$ cat config.mk
export PLATFORM = sky130hd
export DESIGN_NAME = link_control_reg
export DESIGN_NICKNAME = d
export VERILOG_FILES = /design/src/hw/link_ctl_pkg.sv /design/src/hw/sticky_flag.sv /design/src/hw/ts_run_counter.sv /design/src/hw/link_control_reg.sv
export SDC_FILE = /design/constraint.sdc
export NUM_CORES = 1
export LEC_CHECK = 0
export BUFFER_PORTS_ARGS = -buffer_cell sky130_fd_sc_hd__buf_2
export CORE_ASPECT_RATIO = 1.1
export CORE_MARGIN = 2
export CORE_UTILIZATION = 41
export DETAILED_ROUTE_END_ITERATION = 10
export GPL_TIMING_DRIVEN = 0
export HOLD_SLACK_MARGIN = 0.02
export PLACE_DENSITY = 0.76
export SLEW_MARGIN = 20
export SYNTH_ARGS = -nofsm -noshare
export SYNTH_HDL_FRONTEND = slang
export SYNTH_SLANG_ARGS = --single-unit
$ cat constraint.sdc
create_clock -name clock_in -period 3.95 [get_ports clock_in]
set_input_delay 0.395 -clock clock_in [delete_from_list [all_inputs] [get_ports clock_in]]
set_output_delay 0.395 -clock clock_in [all_outputs]
set_load 0.02 [all_outputs]
$ cat src/hw/link_ctl_pkg.sv
// Constants for the per-port link control register block.
// Assumes a classic Wishbone slave with 32-bit data and byte addressing.
package link_ctl_pkg;

  localparam int ADDR_WIDTH = 8;
  localparam int DATA_WIDTH = 32;

  // Register byte addresses.
  localparam logic [7:0] LINK_CONTROL_ADDR = 8'h50;
  localparam logic [7:0] PORT_STATUS_ADDR  = 8'h58;

  // Field positions inside link_control.
  localparam int ASPM_LSB      = 0;
  localparam int ASPM_MSB      = 1;
  localparam int BOUNDARY_BIT  = 3;
  localparam int LINK_OFF_BIT  = 4;
  localparam int RETRAIN_BIT   = 5;
  localparam int REFCLK_BIT    = 6;
  localparam int SYNC_BIT      = 7;
  localparam int CLKPM_BIT     = 8;
  localparam int WIDTH_BLK_BIT = 9;
  localparam int BW_IRQ_BIT    = 10;
  localparam int ABW_IRQ_BIT   = 11;

  // Field positions inside the port status register.
  localparam int ST_BW_FLAG_BIT  = 0;
  localparam int ST_ABW_FLAG_BIT = 1;
  localparam int ST_LINK_OFF_BIT = 2;
  localparam int ST_RETRAIN_BIT  = 3;
  localparam int ST_RECOV_BIT    = 4;

  localparam logic [1:0] ASPM_RESET = 2'h0;

  // Count of consecutive autonomous-change ordered sets.
  localparam int AUTO_TS_COUNT = 8;

  typedef enum logic [1:0] {
    RT_IDLE    = 2'b00,
    RT_REQUEST = 2'b01,
    RT_WAIT    = 2'b11,
    RT_DONE    = 2'b10
  } retrain_state_type;

endpackage : link_ctl_pkg

$ cat src/hw/sticky_flag.sv
// One sticky status flag: hardware set wins over a software clear.
// Assumes set and clear come from the same clock domain.
`timescale 1ns/100ps
module sticky_flag
(
  input  wire logic clock_in,
  input  wire logic rst_in,
  input  wire logic enable_in,
  input  wire logic set_in,
  input  wire logic clear_in,
  output logic      flag_out
);

  logic flag_reg;
  logic flag_next;

  assign flag_next = !enable_in ? 1'b0 :
                     set_in     ? 1'b1 :
                     clear_in   ? 1'b0 : flag_reg;
  assign flag_out  = flag_reg;

  always_ff @(posedge clock_in or posedge rst_in)
  begin
    if (rst_in)
      flag_reg <= 1'b0;
    else
      flag_reg <= flag_next;
  end

endmodule : sticky_flag

$ cat src/hw/ts_run_counter.sv
// Counts consecutive training ordered sets that carry the autonomous
// change indication and pulses once when the run reaches the target.
// Assumes ordered-set strobes arrive on the same clock as this counter.
`timescale 1ns/100ps
module ts_run_counter
#(
  parameter int TARGET = 8
)
(
  input  wire logic clock_in,
  input  wire logic rst_in,
  input  wire logic os_valid_in,
  input  wire logic os_auto_in,
  output logic      hit_out
);

  localparam int CW = $clog2(TARGET + 1);

  if (TARGET < 1)
  begin : bad_target
    $error("ts_run_counter: TARGET must be at least one.");
  end

  logic [CW-1:0] count_reg;
  logic [CW-1:0] count_next;
  logic          hit_next;
  logic          at_target;

  assign at_target  = (count_reg == CW'(TARGET - 1));
  assign hit_next   = os_valid_in && os_auto_in && at_target;
  assign count_next = !os_valid_in ? count_reg :
                      !os_auto_in  ? '0 :
                      at_target    ? '0 : count_reg + 1'b1;

  always_ff @(posedge clock_in or posedge rst_in)
  begin
    if (rst_in)
    begin
      count_reg <= '0;
      hit_out   <= 1'b0;
    end
    else
    begin
      count_reg <= count_next;
      hit_out   <= hit_next;
    end
  end

endmodule : ts_run_counter

$ cat src/hw/link_control_reg.sv
// Per-port link control register with retrain sequencing, bandwidth
// status flags and bandwidth interrupt request.
// Assumes a classic Wishbone master, a physical layer on the same clock
// that acknowledges a recovery request, and static strap inputs.
//
// Behaviour
// - Bits 1:0 select power state entry: none, L0s, L1 or both.
// - Power field resets disabled; a serial memory load may replace it.
// - Bit 3 completion boundary reads zero and ignores writes.
// - Downstream port: link_off bit holds the link disabled while set.
// - Upstream port: link_off reads zero and ignored unless unlocked.
// - Writing one to retrain bit sends training machine to Recovery.
// - Retrain bit always reads zero.
// - Fields written with retrain take effect in that retraining.
// - Upstream port: retrain reads zero and is ignored unless unlocked.
// - Bit 6 read-write flag marks a shared reference clock.
// - Bit 7 forces extra ordered sets on L0s exit and Recovery.
// - Bit 8 clock power management reads zero.
// - Bit 9 blocks autonomous width change except reliability reduction.
// - In 1.1 mode the width block bit reads zero.
// - Bit 10 enables bandwidth-management interrupt; zero if unsupported.
// - Bit 11 enables autonomous-bandwidth interrupt; zero if unsupported.
// - Bandwidth flag sets when a requested retrain ends without link down.
// - Downstream: autonomous flag sets after eight consecutive marked sets.
//
// The Wishbone register port was chosen for this implementation.
`timescale 1ns/100ps
module link_control_reg
#(
  parameter int AUTO_TS_RUN = link_ctl_pkg::AUTO_TS_COUNT
)
(
  input  wire logic        clock_in,
  input  wire logic        rst_in,
  // Wishbone slave.
  input  wire logic        wb_cyc_in,
  input  wire logic        wb_stb_in,
  input  wire logic        wb_we_in,
  input  wire logic [7:0]  wb_adr_in,
  input  wire logic [3:0]  wb_sel_in,
  input  wire logic [31:0] wb_dat_in,
  output logic [31:0]      wb_dat_out,
  output logic             wb_ack_out,
  // Static configuration.
  input  wire logic        downstream_in,
  input  wire logic        upstream_ctrl_unlock_in,
  input  wire logic        bw_notify_capable_in,
  input  wire logic        legacy_mode_in,
  // Serial configuration memory load of the power field.
  input  wire logic        eeprom_load_in,
  input  wire logic [1:0]  eeprom_aspm_in,
  // Physical layer.
  input  wire logic        recovery_ack_in,
  input  wire logic        retrain_done_in,
  input  wire logic        dl_down_in,
  input  wire logic        reliability_bw_change_in,
  input  wire logic        os_valid_in,
  input  wire logic        os_auto_change_in,
  output logic [1:0]       aspm_enable_out,
  output logic             link_off_out,
  output logic             recovery_req_out,
  output logic             shared_refclk_flag_out,
  output logic             extended_sync_force_out,
  output logic             autonomous_width_block_out,
  output logic             bw_irq_out
);

  if (AUTO_TS_RUN < 1)
  begin : bad_run_length
    $error("link_control_reg: AUTO_TS_RUN must be at least one.");
  end

  // Every field position must fit the view widths used below.
  if (link_ctl_pkg::ABW_IRQ_BIT > 15)
  begin : bad_control_map
    $error("link_control_reg: control fields must fit in 16 bits.");
  end

  if (link_ctl_pkg::ST_RECOV_BIT > 4)
  begin : bad_status_map
    $error("link_control_reg: status fields must fit in 5 bits.");
  end

  // ==========================================================
  // Bus decode
  // ==========================================================
  logic ack_reg;
  wire  bus_req     = wb_cyc_in && wb_stb_in && !ack_reg;
  wire  sel_ctl     = (wb_adr_in == link_ctl_pkg::LINK_CONTROL_ADDR);
  wire  sel_sts     = (wb_adr_in == link_ctl_pkg::PORT_STATUS_ADDR);
  wire  wr_ctl      = bus_req && wb_we_in && sel_ctl;
  wire  wr_sts      = bus_req && wb_we_in && sel_sts;
  wire  wr_lo       = wr_ctl && wb_sel_in[0];
  wire  wr_hi       = wr_ctl && wb_sel_in[1];
  wire  wr_sts_lo   = wr_sts && wb_sel_in[0];

  // Feature qualifiers.
  wire  port_ctl_ok = downstream_in || upstream_ctrl_unlock_in;
  wire  bw_ok       = bw_notify_capable_in && !legacy_mode_in;
  wire  width_ok    = !legacy_mode_in;

  // ==========================================================
  // Control fields
  // ==========================================================
  logic [1:0] aspm_reg;
  logic [1:0] aspm_next;
  logic       link_off_reg;
  logic       link_off_next;
  logic       refclk_reg;
  logic       refclk_next;
  logic       sync_reg;
  logic       sync_next;
  logic       width_blk_reg;
  logic       width_blk_next;
  logic       bw_ien_reg;
  logic       bw_ien_next;
  logic       abw_ien_reg;
  logic       abw_ien_next;

  // A serial memory load wins over a bus write in the same cycle.
  assign aspm_next =
    eeprom_load_in ? eeprom_aspm_in :
    wr_lo ? wb_dat_in[link_ctl_pkg::ASPM_MSB:link_ctl_pkg::ASPM_LSB]
          : aspm_reg;
  assign link_off_next = !port_ctl_ok ? 1'b0 :
    wr_lo ? wb_dat_in[link_ctl_pkg::LINK_OFF_BIT] : link_off_reg;
  assign refclk_next = wr_lo ? wb_dat_in[link_ctl_pkg::REFCLK_BIT]
                             : refclk_reg;
  assign sync_next = wr_lo ? wb_dat_in[link_ctl_pkg::SYNC_BIT]
                           : sync_reg;
  assign width_blk_next = !width_ok ? 1'b0 :
    wr_hi ? wb_dat_in[link_ctl_pkg::WIDTH_BLK_BIT] : width_blk_reg;
  assign bw_ien_next = !bw_ok ? 1'b0 :
    wr_hi ? wb_dat_in[link_ctl_pkg::BW_IRQ_BIT] : bw_ien_reg;
  assign abw_ien_next = !bw_ok ? 1'b0 :
    wr_hi ? wb_dat_in[link_ctl_pkg::ABW_IRQ_BIT] : abw_ien_reg;

  always_ff @(posedge clock_in or posedge rst_in)
  begin
    if (rst_in)
    begin
      aspm_reg     <= link_ctl_pkg::ASPM_RESET;
      link_off_reg <= 1'b0;
    end
    else
    begin
      aspm_reg     <= aspm_next;
      link_off_reg <= link_off_next;
    end
  end

  always_ff @(posedge clock_in or posedge rst_in)
  begin
    if (rst_in)
    begin
      refclk_reg <= 1'b0;
      sync_reg   <= 1'b0;
    end
    else
    begin
      refclk_reg <= refclk_next;
      sync_reg   <= sync_next;
    end
  end

  always_ff @(posedge clock_in or posedge rst_in)
  begin
    if (rst_in)
    begin
      width_blk_reg <= 1'b0;
      bw_ien_reg    <= 1'b0;
      abw_ien_reg   <= 1'b0;
    end
    else
    begin
      width_blk_reg <= width_blk_next;
      bw_ien_reg    <= bw_ien_next;
      abw_ien_reg   <= abw_ien_next;
    end
  end

  // ==========================================================
  // Retrain sequencer
  // ==========================================================
  // The trigger is not stored as a field. Because the request reaches the
  // physical layer one cycle after the write, every field written together
  // with it is already in place when recovery starts.
  wire retrain_wr = wr_lo && wb_dat_in[link_ctl_pkg::RETRAIN_BIT]
                    && port_ctl_ok;

  link_ctl_pkg::retrain_state_type rt_reg;
  link_ctl_pkg::retrain_state_type rt_next;
  logic                            rt_down_reg;
  logic                            rt_down_next;

  always_comb
  begin
    rt_next      = rt_reg;
    rt_down_next = rt_down_reg || dl_down_in;
    case (rt_reg)
      link_ctl_pkg::RT_IDLE:
      begin
        rt_down_next = 1'b0;
        if (retrain_wr)
          rt_next = link_ctl_pkg::RT_REQUEST;
      end
      link_ctl_pkg::RT_REQUEST:
        if (recovery_ack_in)
          rt_next = link_ctl_pkg::RT_WAIT;
      link_ctl_pkg::RT_WAIT:
        if (retrain_done_in)
          rt_next = link_ctl_pkg::RT_DONE;
      link_ctl_pkg::RT_DONE:
        rt_next = link_ctl_pkg::RT_IDLE;
      default:
        rt_next = link_ctl_pkg::RT_IDLE;
    endcase
    // Checking the next value lets a write that sets link_off and the
    // retrain bit together leave the link down with no request raised.
    if (link_off_next)
      rt_next = link_ctl_pkg::RT_IDLE;
  end

  always_ff @(posedge clock_in or posedge rst_in)
  begin
    if (rst_in)
    begin
      rt_reg      <= link_ctl_pkg::RT_IDLE;
      rt_down_reg <= 1'b0;
    end
    else
    begin
      rt_reg      <= rt_next;
      rt_down_reg <= rt_down_next;
    end
  end

  // Retrain completed without passing through link down.
  wire retrain_ok = (rt_reg == link_ctl_pkg::RT_DONE) && !rt_down_reg;

  // ==========================================================
  // Bandwidth status flags
  // ==========================================================
  logic bw_flag;
  logic abw_flag;
  logic auto_hit;

  // Only a downstream port counts ordered sets toward the autonomous flag.
  ts_run_counter #(
    .TARGET      (AUTO_TS_RUN)
  ) u_ts_run (
    .clock_in    (clock_in),
    .rst_in      (rst_in),
    .os_valid_in (os_valid_in && downstream_in),
    .os_auto_in  (os_auto_change_in),
    .hit_out     (auto_hit)
  );

  // A link down in the same cycle vetoes a reliability-driven change.
  sticky_flag u_bw_flag (
    .clock_in  (clock_in),
    .rst_in    (rst_in),
    .enable_in (bw_ok),
    .set_in    (retrain_ok || (reliability_bw_change_in && !dl_down_in)),
    .clear_in  (wr_sts_lo && wb_dat_in[link_ctl_pkg::ST_BW_FLAG_BIT]),
    .flag_out  (bw_flag)
  );

  sticky_flag u_abw_flag (
    .clock_in  (clock_in),
    .rst_in    (rst_in),
    .enable_in (bw_ok),
    .set_in    (auto_hit),
    .clear_in  (wr_sts_lo && wb_dat_in[link_ctl_pkg::ST_ABW_FLAG_BIT]),
    .flag_out  (abw_flag)
  );

  logic irq_reg;
  logic irq_next;

  // The request stands as a level while a flag and its enable are both set.
  assign irq_next = (bw_flag && bw_ien_reg) || (abw_flag && abw_ien_reg);

  // ==========================================================
  // Read data and outputs
  // ==========================================================
  logic [15:0] ctl_view;
  always_comb
  begin
    ctl_view = '0;
    ctl_view[link_ctl_pkg::ASPM_MSB:link_ctl_pkg::ASPM_LSB] = aspm_reg;
    ctl_view[link_ctl_pkg::BOUNDARY_BIT]  = 1'b0;
    ctl_view[link_ctl_pkg::LINK_OFF_BIT]  = link_off_reg && port_ctl_ok;
    ctl_view[link_ctl_pkg::RETRAIN_BIT]   = 1'b0;
    ctl_view[link_ctl_pkg::REFCLK_BIT]    = refclk_reg;
    ctl_view[link_ctl_pkg::SYNC_BIT]      = sync_reg;
    ctl_view[link_ctl_pkg::CLKPM_BIT]     = 1'b0;
    ctl_view[link_ctl_pkg::WIDTH_BLK_BIT] = width_blk_reg;
    ctl_view[link_ctl_pkg::BW_IRQ_BIT]    = bw_ien_reg;
    ctl_view[link_ctl_pkg::ABW_IRQ_BIT]   = abw_ien_reg;
  end

  logic [4:0] sts_view;
  always_comb
  begin
    sts_view = '0;
    sts_view[link_ctl_pkg::ST_BW_FLAG_BIT]  = bw_flag;
    sts_view[link_ctl_pkg::ST_ABW_FLAG_BIT] = abw_flag;
    sts_view[link_ctl_pkg::ST_LINK_OFF_BIT] = link_off_reg;
    sts_view[link_ctl_pkg::ST_RETRAIN_BIT]  = (rt_reg != link_ctl_pkg::RT_IDLE);
    sts_view[link_ctl_pkg::ST_RECOV_BIT]    = recovery_req_out;
  end

  wire [31:0] rd_next = sel_ctl ? {16'h0000, ctl_view} :
                        sel_sts ? {27'h0, sts_view} : 32'h00000000;

  always_ff @(posedge clock_in or posedge rst_in)
  begin
    if (rst_in)
    begin
      ack_reg    <= 1'b0;
      wb_dat_out <= 32'h00000000;
    end
    else
    begin
      ack_reg    <= bus_req;
      wb_dat_out <= bus_req ? rd_next : wb_dat_out;
    end
  end

  always_ff @(posedge clock_in or posedge rst_in)
  begin
    if (rst_in)
      irq_reg <= 1'b0;
    else
      irq_reg <= irq_next;
  end

  assign wb_ack_out                 = ack_reg;
  assign aspm_enable_out            = aspm_reg;
  assign link_off_out               = link_off_reg;
  assign recovery_req_out           = (rt_reg == link_ctl_pkg::RT_REQUEST);
  assign shared_refclk_flag_out     = refclk_reg;
  assign extended_sync_force_out    = sync_reg;
  assign autonomous_width_block_out = width_blk_reg;
  assign bw_irq_out                 = irq_reg;

endmodule : link_control_reg

-- Word level (Yosys, flattened, before mapping)
Cells that the tools add are included.
- word-level logic and storage cells: 89
- flip-flop bits (word level): 52
- output and inout bits: 41
- equality and inequality tests: 12
- muxes and demuxes: 26
- reductions and logical operators: 34
- add/subtract/negate cells: 1
- operator list (operator ; number):
    $logic_and A1 B1 Y1 ; 21
    $eq A8 B7 Y1 const B ; 2
    $mux W1 ; 15
    $mux W12 ; 1
    $mux W2 ; 6
    $ne A3 B3 Y1 const B ; 4
    $mux W4 ; 2
    $pmux W2 S4 ; 1
    $reduce_bool A2 Y1 ; 3
    $mux W5 ; 1
    $add A4 B1 Y4 const B ; 1
    $eq A2 B2 Y1 const B ; 2
    $eq A4 B3 Y1 const B ; 1
    $logic_not A1 Y1 ; 4
    $logic_or A1 B1 Y1 ; 4
    $ne A3 B2 Y1 const B ; 1
    $reduce_and A3 Y1 ; 1
    $eq A2 B1 Y1 const B ; 1
    $logic_not A2 Y1 ; 1
    $ne A2 B2 Y1 const B ; 1

-- Depth between registers and ports, before layout
- depth in word-level cells: 10
- depth in mapped cells: 4
- gate-level depth less buffers: 4

-- Hierarchy
Synthesis repeated with hierarchy kept, for this count alone.
- cell total of the unflattened synthesis: 155
- area, all modules: 1591.5 sq um
- by module, submodules not included (module ; instances ; cells each ; sequential area each (sq um) ; area each (sq um)):
    link_control_reg ; 1 ; 123 ; 575.6 ; 1249.9
    ts_run_counter ; 1 ; 24 ; 125.1 ; 241.5
    sticky_flag ; 2 ; 4 ; 25.0 ; 50.0

-- Worst setup path after synthesis
No wires, ideal clock.
- path kind: input-to-reg
- start point: input wb_adr_in[2]
- end point: register sync_reg (netlist: extended_sync_force_out)
- path buffers: 0
- data required time: 3.825 ns
- arrival time: 1.787 ns
- setup slack: 2.038 ns
- stages: 3
- cells stage by stage: or4_4 > nor4_4 > mux2_2
- cells in the longest elaborated chain, start to end: 3
- RTL lines (what ; line ; text):
    start, declared ; link_control_reg.sv:39 ; input wire logic [7:0] wb_adr_in,
    $eq A8 B7 Y1 ; link_control_reg.sv:89 ; wire sel_ctl = (wb_adr_in == link_ctl_pkg::LINK_CONTROL_ADDR);
    $logic_and A1 B1 Y1 ; link_control_reg.sv:91 ; wire wr_ctl = bus_req && wb_we_in && sel_ctl;
    $logic_and A1 B1 Y1 ; link_control_reg.sv:93 ; wire wr_lo = wr_ctl && wb_sel_in[0];
    end signal, assigned ; link_control_reg.sv:162 ; sync_reg <= sync_next;
    end, declared ; link_control_reg.sv:111 ; logic sync_reg;
Every way passes these cells.
A chain may end at the register's enable or synchronous reset.

-- Worst setup path after layout
- start point: input wb_adr_in[5]
- end point: register u_bw_flag.flag_reg (netlist: u_bw_flag.flag_out)
- cells in the longest elaborated chain, start to end: 5
- RTL lines (what ; line ; text):
    $eq A8 B7 Y1 ; link_control_reg.sv:90 ; wire sel_sts = (wb_adr_in == link_ctl_pkg::PORT_STATUS_ADDR);
    $logic_and A1 B1 Y1 ; link_control_reg.sv:92 ; wire wr_sts = bus_req && wb_we_in && sel_sts;
    $logic_and A1 B1 Y1 ; link_control_reg.sv:95 ; wire wr_sts_lo = wr_sts && wb_sel_in[0];
    $logic_and A1 B1 Y1 ; link_control_reg.sv:265 ; .clear_in (wr_sts_lo && wb_dat_in[link_ctl_pkg::ST_BW_FLAG_BIT]),
    $ne A3 B3 Y1 (no source line) ; - ;
    end signal, assigned ; sticky_flag.sv:27 ; flag_reg <= flag_next;
    end, declared ; sticky_flag.sv:14 ; logic flag_reg;
Every way passes these cells.

==> results.md <==
- Buffers on Ports: 55
- Sequential area share after synthesis: 0.491
- Switching pwr: 203 uW
- Final WL: 3330 um
- Synth unique cells: 32
- Flop-to-flop setup slack: 2.09 ns
- Worst Tran Pin Value: 0.957 ns
- Crit Path Max Fanout: 6
- Setup-failing EPs final: 0
- Worst Hold Class: in2async
- # DRC: 0
- Final Max Tran Viols: 0
- CP Class: in2reg
- Fmax: around 0.5 GHz
- Synth Flop Type: dfrtp_1
- Die area: about 4200 um2
- Post-DP HPWL: roughly 2600 um
- MaxCap Viol Count: 0
- CTS sink cnt: 30
- Compound-Gate Fraction of Synth Area: 0.101
- Clk_skew: around 0.0053 ns
- Mux share of post-synthesis cell area: 0.0540
- Placed Cells: between 200 and 300
- Post-Synth XOR/XNOR Area: 0
- ANT cells: 0
- Area of the multi-input gates: roughly 670 um2
- Initial core utilization: 0.425
- Final Critical Period: approximately 2 ns
- Yosys reg bits: 30
- Initial antenna violation count: 0
- Total Routing Usage GR: 0.168
- Worst slew margin: 0.356
- Worst reg2reg path startpoint: wb_ack_out$_DFF_PP0_
- Post-DRT Antenna Nets: 0
- CTS Buffer Depth: 2
- Site Rows: 23
- Worst reg2reg path depth: 4
- Synth Area in Adders: 0.00818
- Crit path capture type: flip-flop
- I/O Pins: ~100
- Vias: ~1,300
- Largest net degree at the start of global routing: 31
- Share of layout cells above drive strength 1: 0.389
- Post-synthesis cell area: about 1500 um2
- Status: completed
- Cell area after layout: 2090 um2
- Arr. time, crit path: 2.20 ns
- Vias/cell: 4.48
- Pwr dens: approximately 400 nW/um2
- CP max stage cell: nor4_1
- Hold slack: around 0.18 ns
- PostCTS Resize Cnt: 0
- Core area: around 3600 um2
- Reg area: ~750 um2
- Startpoint type of the worst setup path: primary input
- Wirelength per Cell: 11.5 um
- Postcts setup bufs: 0
- Vias in the first global route: between 1,000 and 1,500
- Clock share of power: 0.460
- Synth Area in Simple Gates: 0.221
- CP endpoint: u_bw_flag.flag_out$_DFFE_PP0P_
- CTS clk-pin slew, worst paths: 0.07 ns
- CTS H-Tree Depth: 2
- Die height: just under 70 um
- Placement Cell Area: ~1900 um2
- First-pass GRT wire length: ~5400 um
- Async SR Flop Fraction: 1.00
- Flop pwr share: 0.396
- Synth warn: 0
- Gr ovfl total: 0
- Iteration-0 DRC Markers: 32
- Gpl congestion: around 0.8
- Launch point of the critical path: wb_adr_in[5]
- Cells along the critical path: buf_2, nand4bb_2, nor4_1, nor3b_1, a311oi_1
- Net Sw Frac: 0.241
- Final nets: ~300
- Non-Filler Instances: a little under 300
- RR Endpoint: rt_reg[0]$_DFFE_PP0P_
- Post-synth EDFFs: 0
- CTS tree: done
- Area Overhead vs Synth: 36.6%
- Combinational Power Share: 0.144
- Avg Inst Size Synth: around 10 um2
- Main combinational cell family by area after synthesis: simple AND/OR/NAND/NOR gates
- Die Span X: just over 60 um
- Hold buffers post-CTS: 0
- Cell Int Power: ~640 uW
- Cell count after synthesis: 155
- Fin. Hold Viols: 0
- CTS buffer count: 5
- Setup TNS: 0 ns
- Root Buffer: clkbuf_8
- Worst VDD drop: 0.226 mV
- Critical Path RT: 4.10 ns
- RSZ-0062 raised after global routing: no
- Crit path largest cell delay: 0.84 ns
- DR pass1 iterations: 4
- Max reg flops: 10
- Leakage power: ~1.1 nW
- Final Cycle Share: 0.520
- Tot Pwr: 843 uW
- Clock Latency Late Sink: approximately 0.28 ns
- Filler Cells Inserted: between 300 and 400
-- cells in the mapped netlist, drive strengths merged, types with 2 or more instances --
library cell | n | area, um2
buf | 22 | 165
nor2b | 2 | 12.5
mux2i | 6 | 60.1
a221oi | 3 | 26.3
nand2b | 2 | 12.5
inv | 5 | 18.8
mux2 | 2 | 22.5
a311oi | 2 | 17.5
o21ai | 10 | 50.1
a22o | 2 | 17.5
nor3 | 2 | 10.0
nor3b | 2 | 15.0
dfrtp | 30 | 751
nand2 | 23 | 86.3
nor2 | 19 | 71.3
nor4 | 3 | 48.8
nand3 | 8 | 40.0
-- power groups by stage --
stage          Combinational (mW)  Clock [mW]  Sequential (mW)
2_1_floorplan              0.0745           0            0.346
3_5_place_dp                0.122           0            0.339
4_1_cts                     0.122       0.391            0.334
3_3_place_gp                0.120           0            0.339
6_report                    0.122       0.388            0.334
5_1_grt                     0.136       0.410            0.336
-- how the worst min path moves through the flow --
stage,startpoint,end,slack [ns],cells past startpoint
2_1_floorplan,u_ts_run.count_reg[3]$_DFFE_PP0P_,u_ts_run.hit_out$_DFF_PP0_,0.46,1
3_3_place_gp,wb_dat_out[10]$_DFFE_PP0N_,wb_dat_out[10]$_DFFE_PP0N_,0.45,2
6_report,rst_in,u_ts_run.count_reg[1]$_DFFE_PP0P_,0.18,2
5_1_grt,rst_in,u_ts_run.count_reg[1]$_DFFE_PP0P_,0.24,2
3_5_place_dp,wb_dat_out[10]$_DFFE_PP0N_,wb_dat_out[10]$_DFFE_PP0N_,0.45,2
4_1_cts,rst_in,u_ts_run.count_reg[1]$_DFFE_PP0P_,0.21,2
-- logic make-up (layout without fill, tap and decap cells) --
kind of cell,count (synthesis),count (layout)
and+or+nand+nor,65,65
adders and majority gates,1,1
AOI/OAI and AO/OA,22,22
muxes,8,8
DFF,30,30
buffers and inverters,28,91
other,1,22
-- cell type report --
class | instances | share of cell area
Clock buffer | 6 | 0.0395
Clock inverter | 2 | 0.0288
Inverter | 5 | 0.00899
Buffer | 23 | 0.0809
Timing Repair Buffer | 55 | 0.132
Tap cell | 50 | 0.0300
Multi-Input combinational cell | 118 | 0.321
Sequential cell | 30 | 0.359
-- cell usage in the layout (no fill, tap or decap), types with 2 or more instances in the layout --
cell type,netlist,routed
mux2i_1,6,6
nor2_1,19,19
o21ai_0,8,8
inv_2,1,2
nand3_1,8,8
clkbuf_8,0,6
nor4_4,2,2
buf_2,0,55
nor3_1,2,2
o21ai_1,2,2
mux2_2,2,2
buf_4,22,22
inv_1,4,3
nand2b_1,2,2
nor2b_1,2,2
bufinv_16,0,2
nand2_1,23,23
dfrtp_1,30,30
a311oi_1,2,2
a22o_1,2,2
conb_1,1,22
a221oi_1,3,3
nor3b_1,2,2
-- per-stage QoR --
stage | setup WS (ns) | utilization
after global placement | 1.58 | 0.541
after global routing | 1.71 | 0.581
after detailed placement | 1.59 | 0.541
final | 1.90 | 0.581
after CTS | 1.88 | 0.581
after floorplan | 2.04 | -
-- critical path, delay by kind of cell --
family | cells | cell delay [ns]
compound gates | 1 | 0.15
buf+inv | 1 | 0.09
simple gates | 3 | 1.56
-- metal layers --
layer | track usage | routed length, um | vias up
met5 | 0 | 0 | -
met4 | 0.0556 | 40 | 0
met3 | 0.0641 | 292 | 6
met2 | 0.284 | 1640 | 48
met1 | 0.201 | 1360 | 580
li1 | - | - | 661
(Power assumes the default switching activity.)
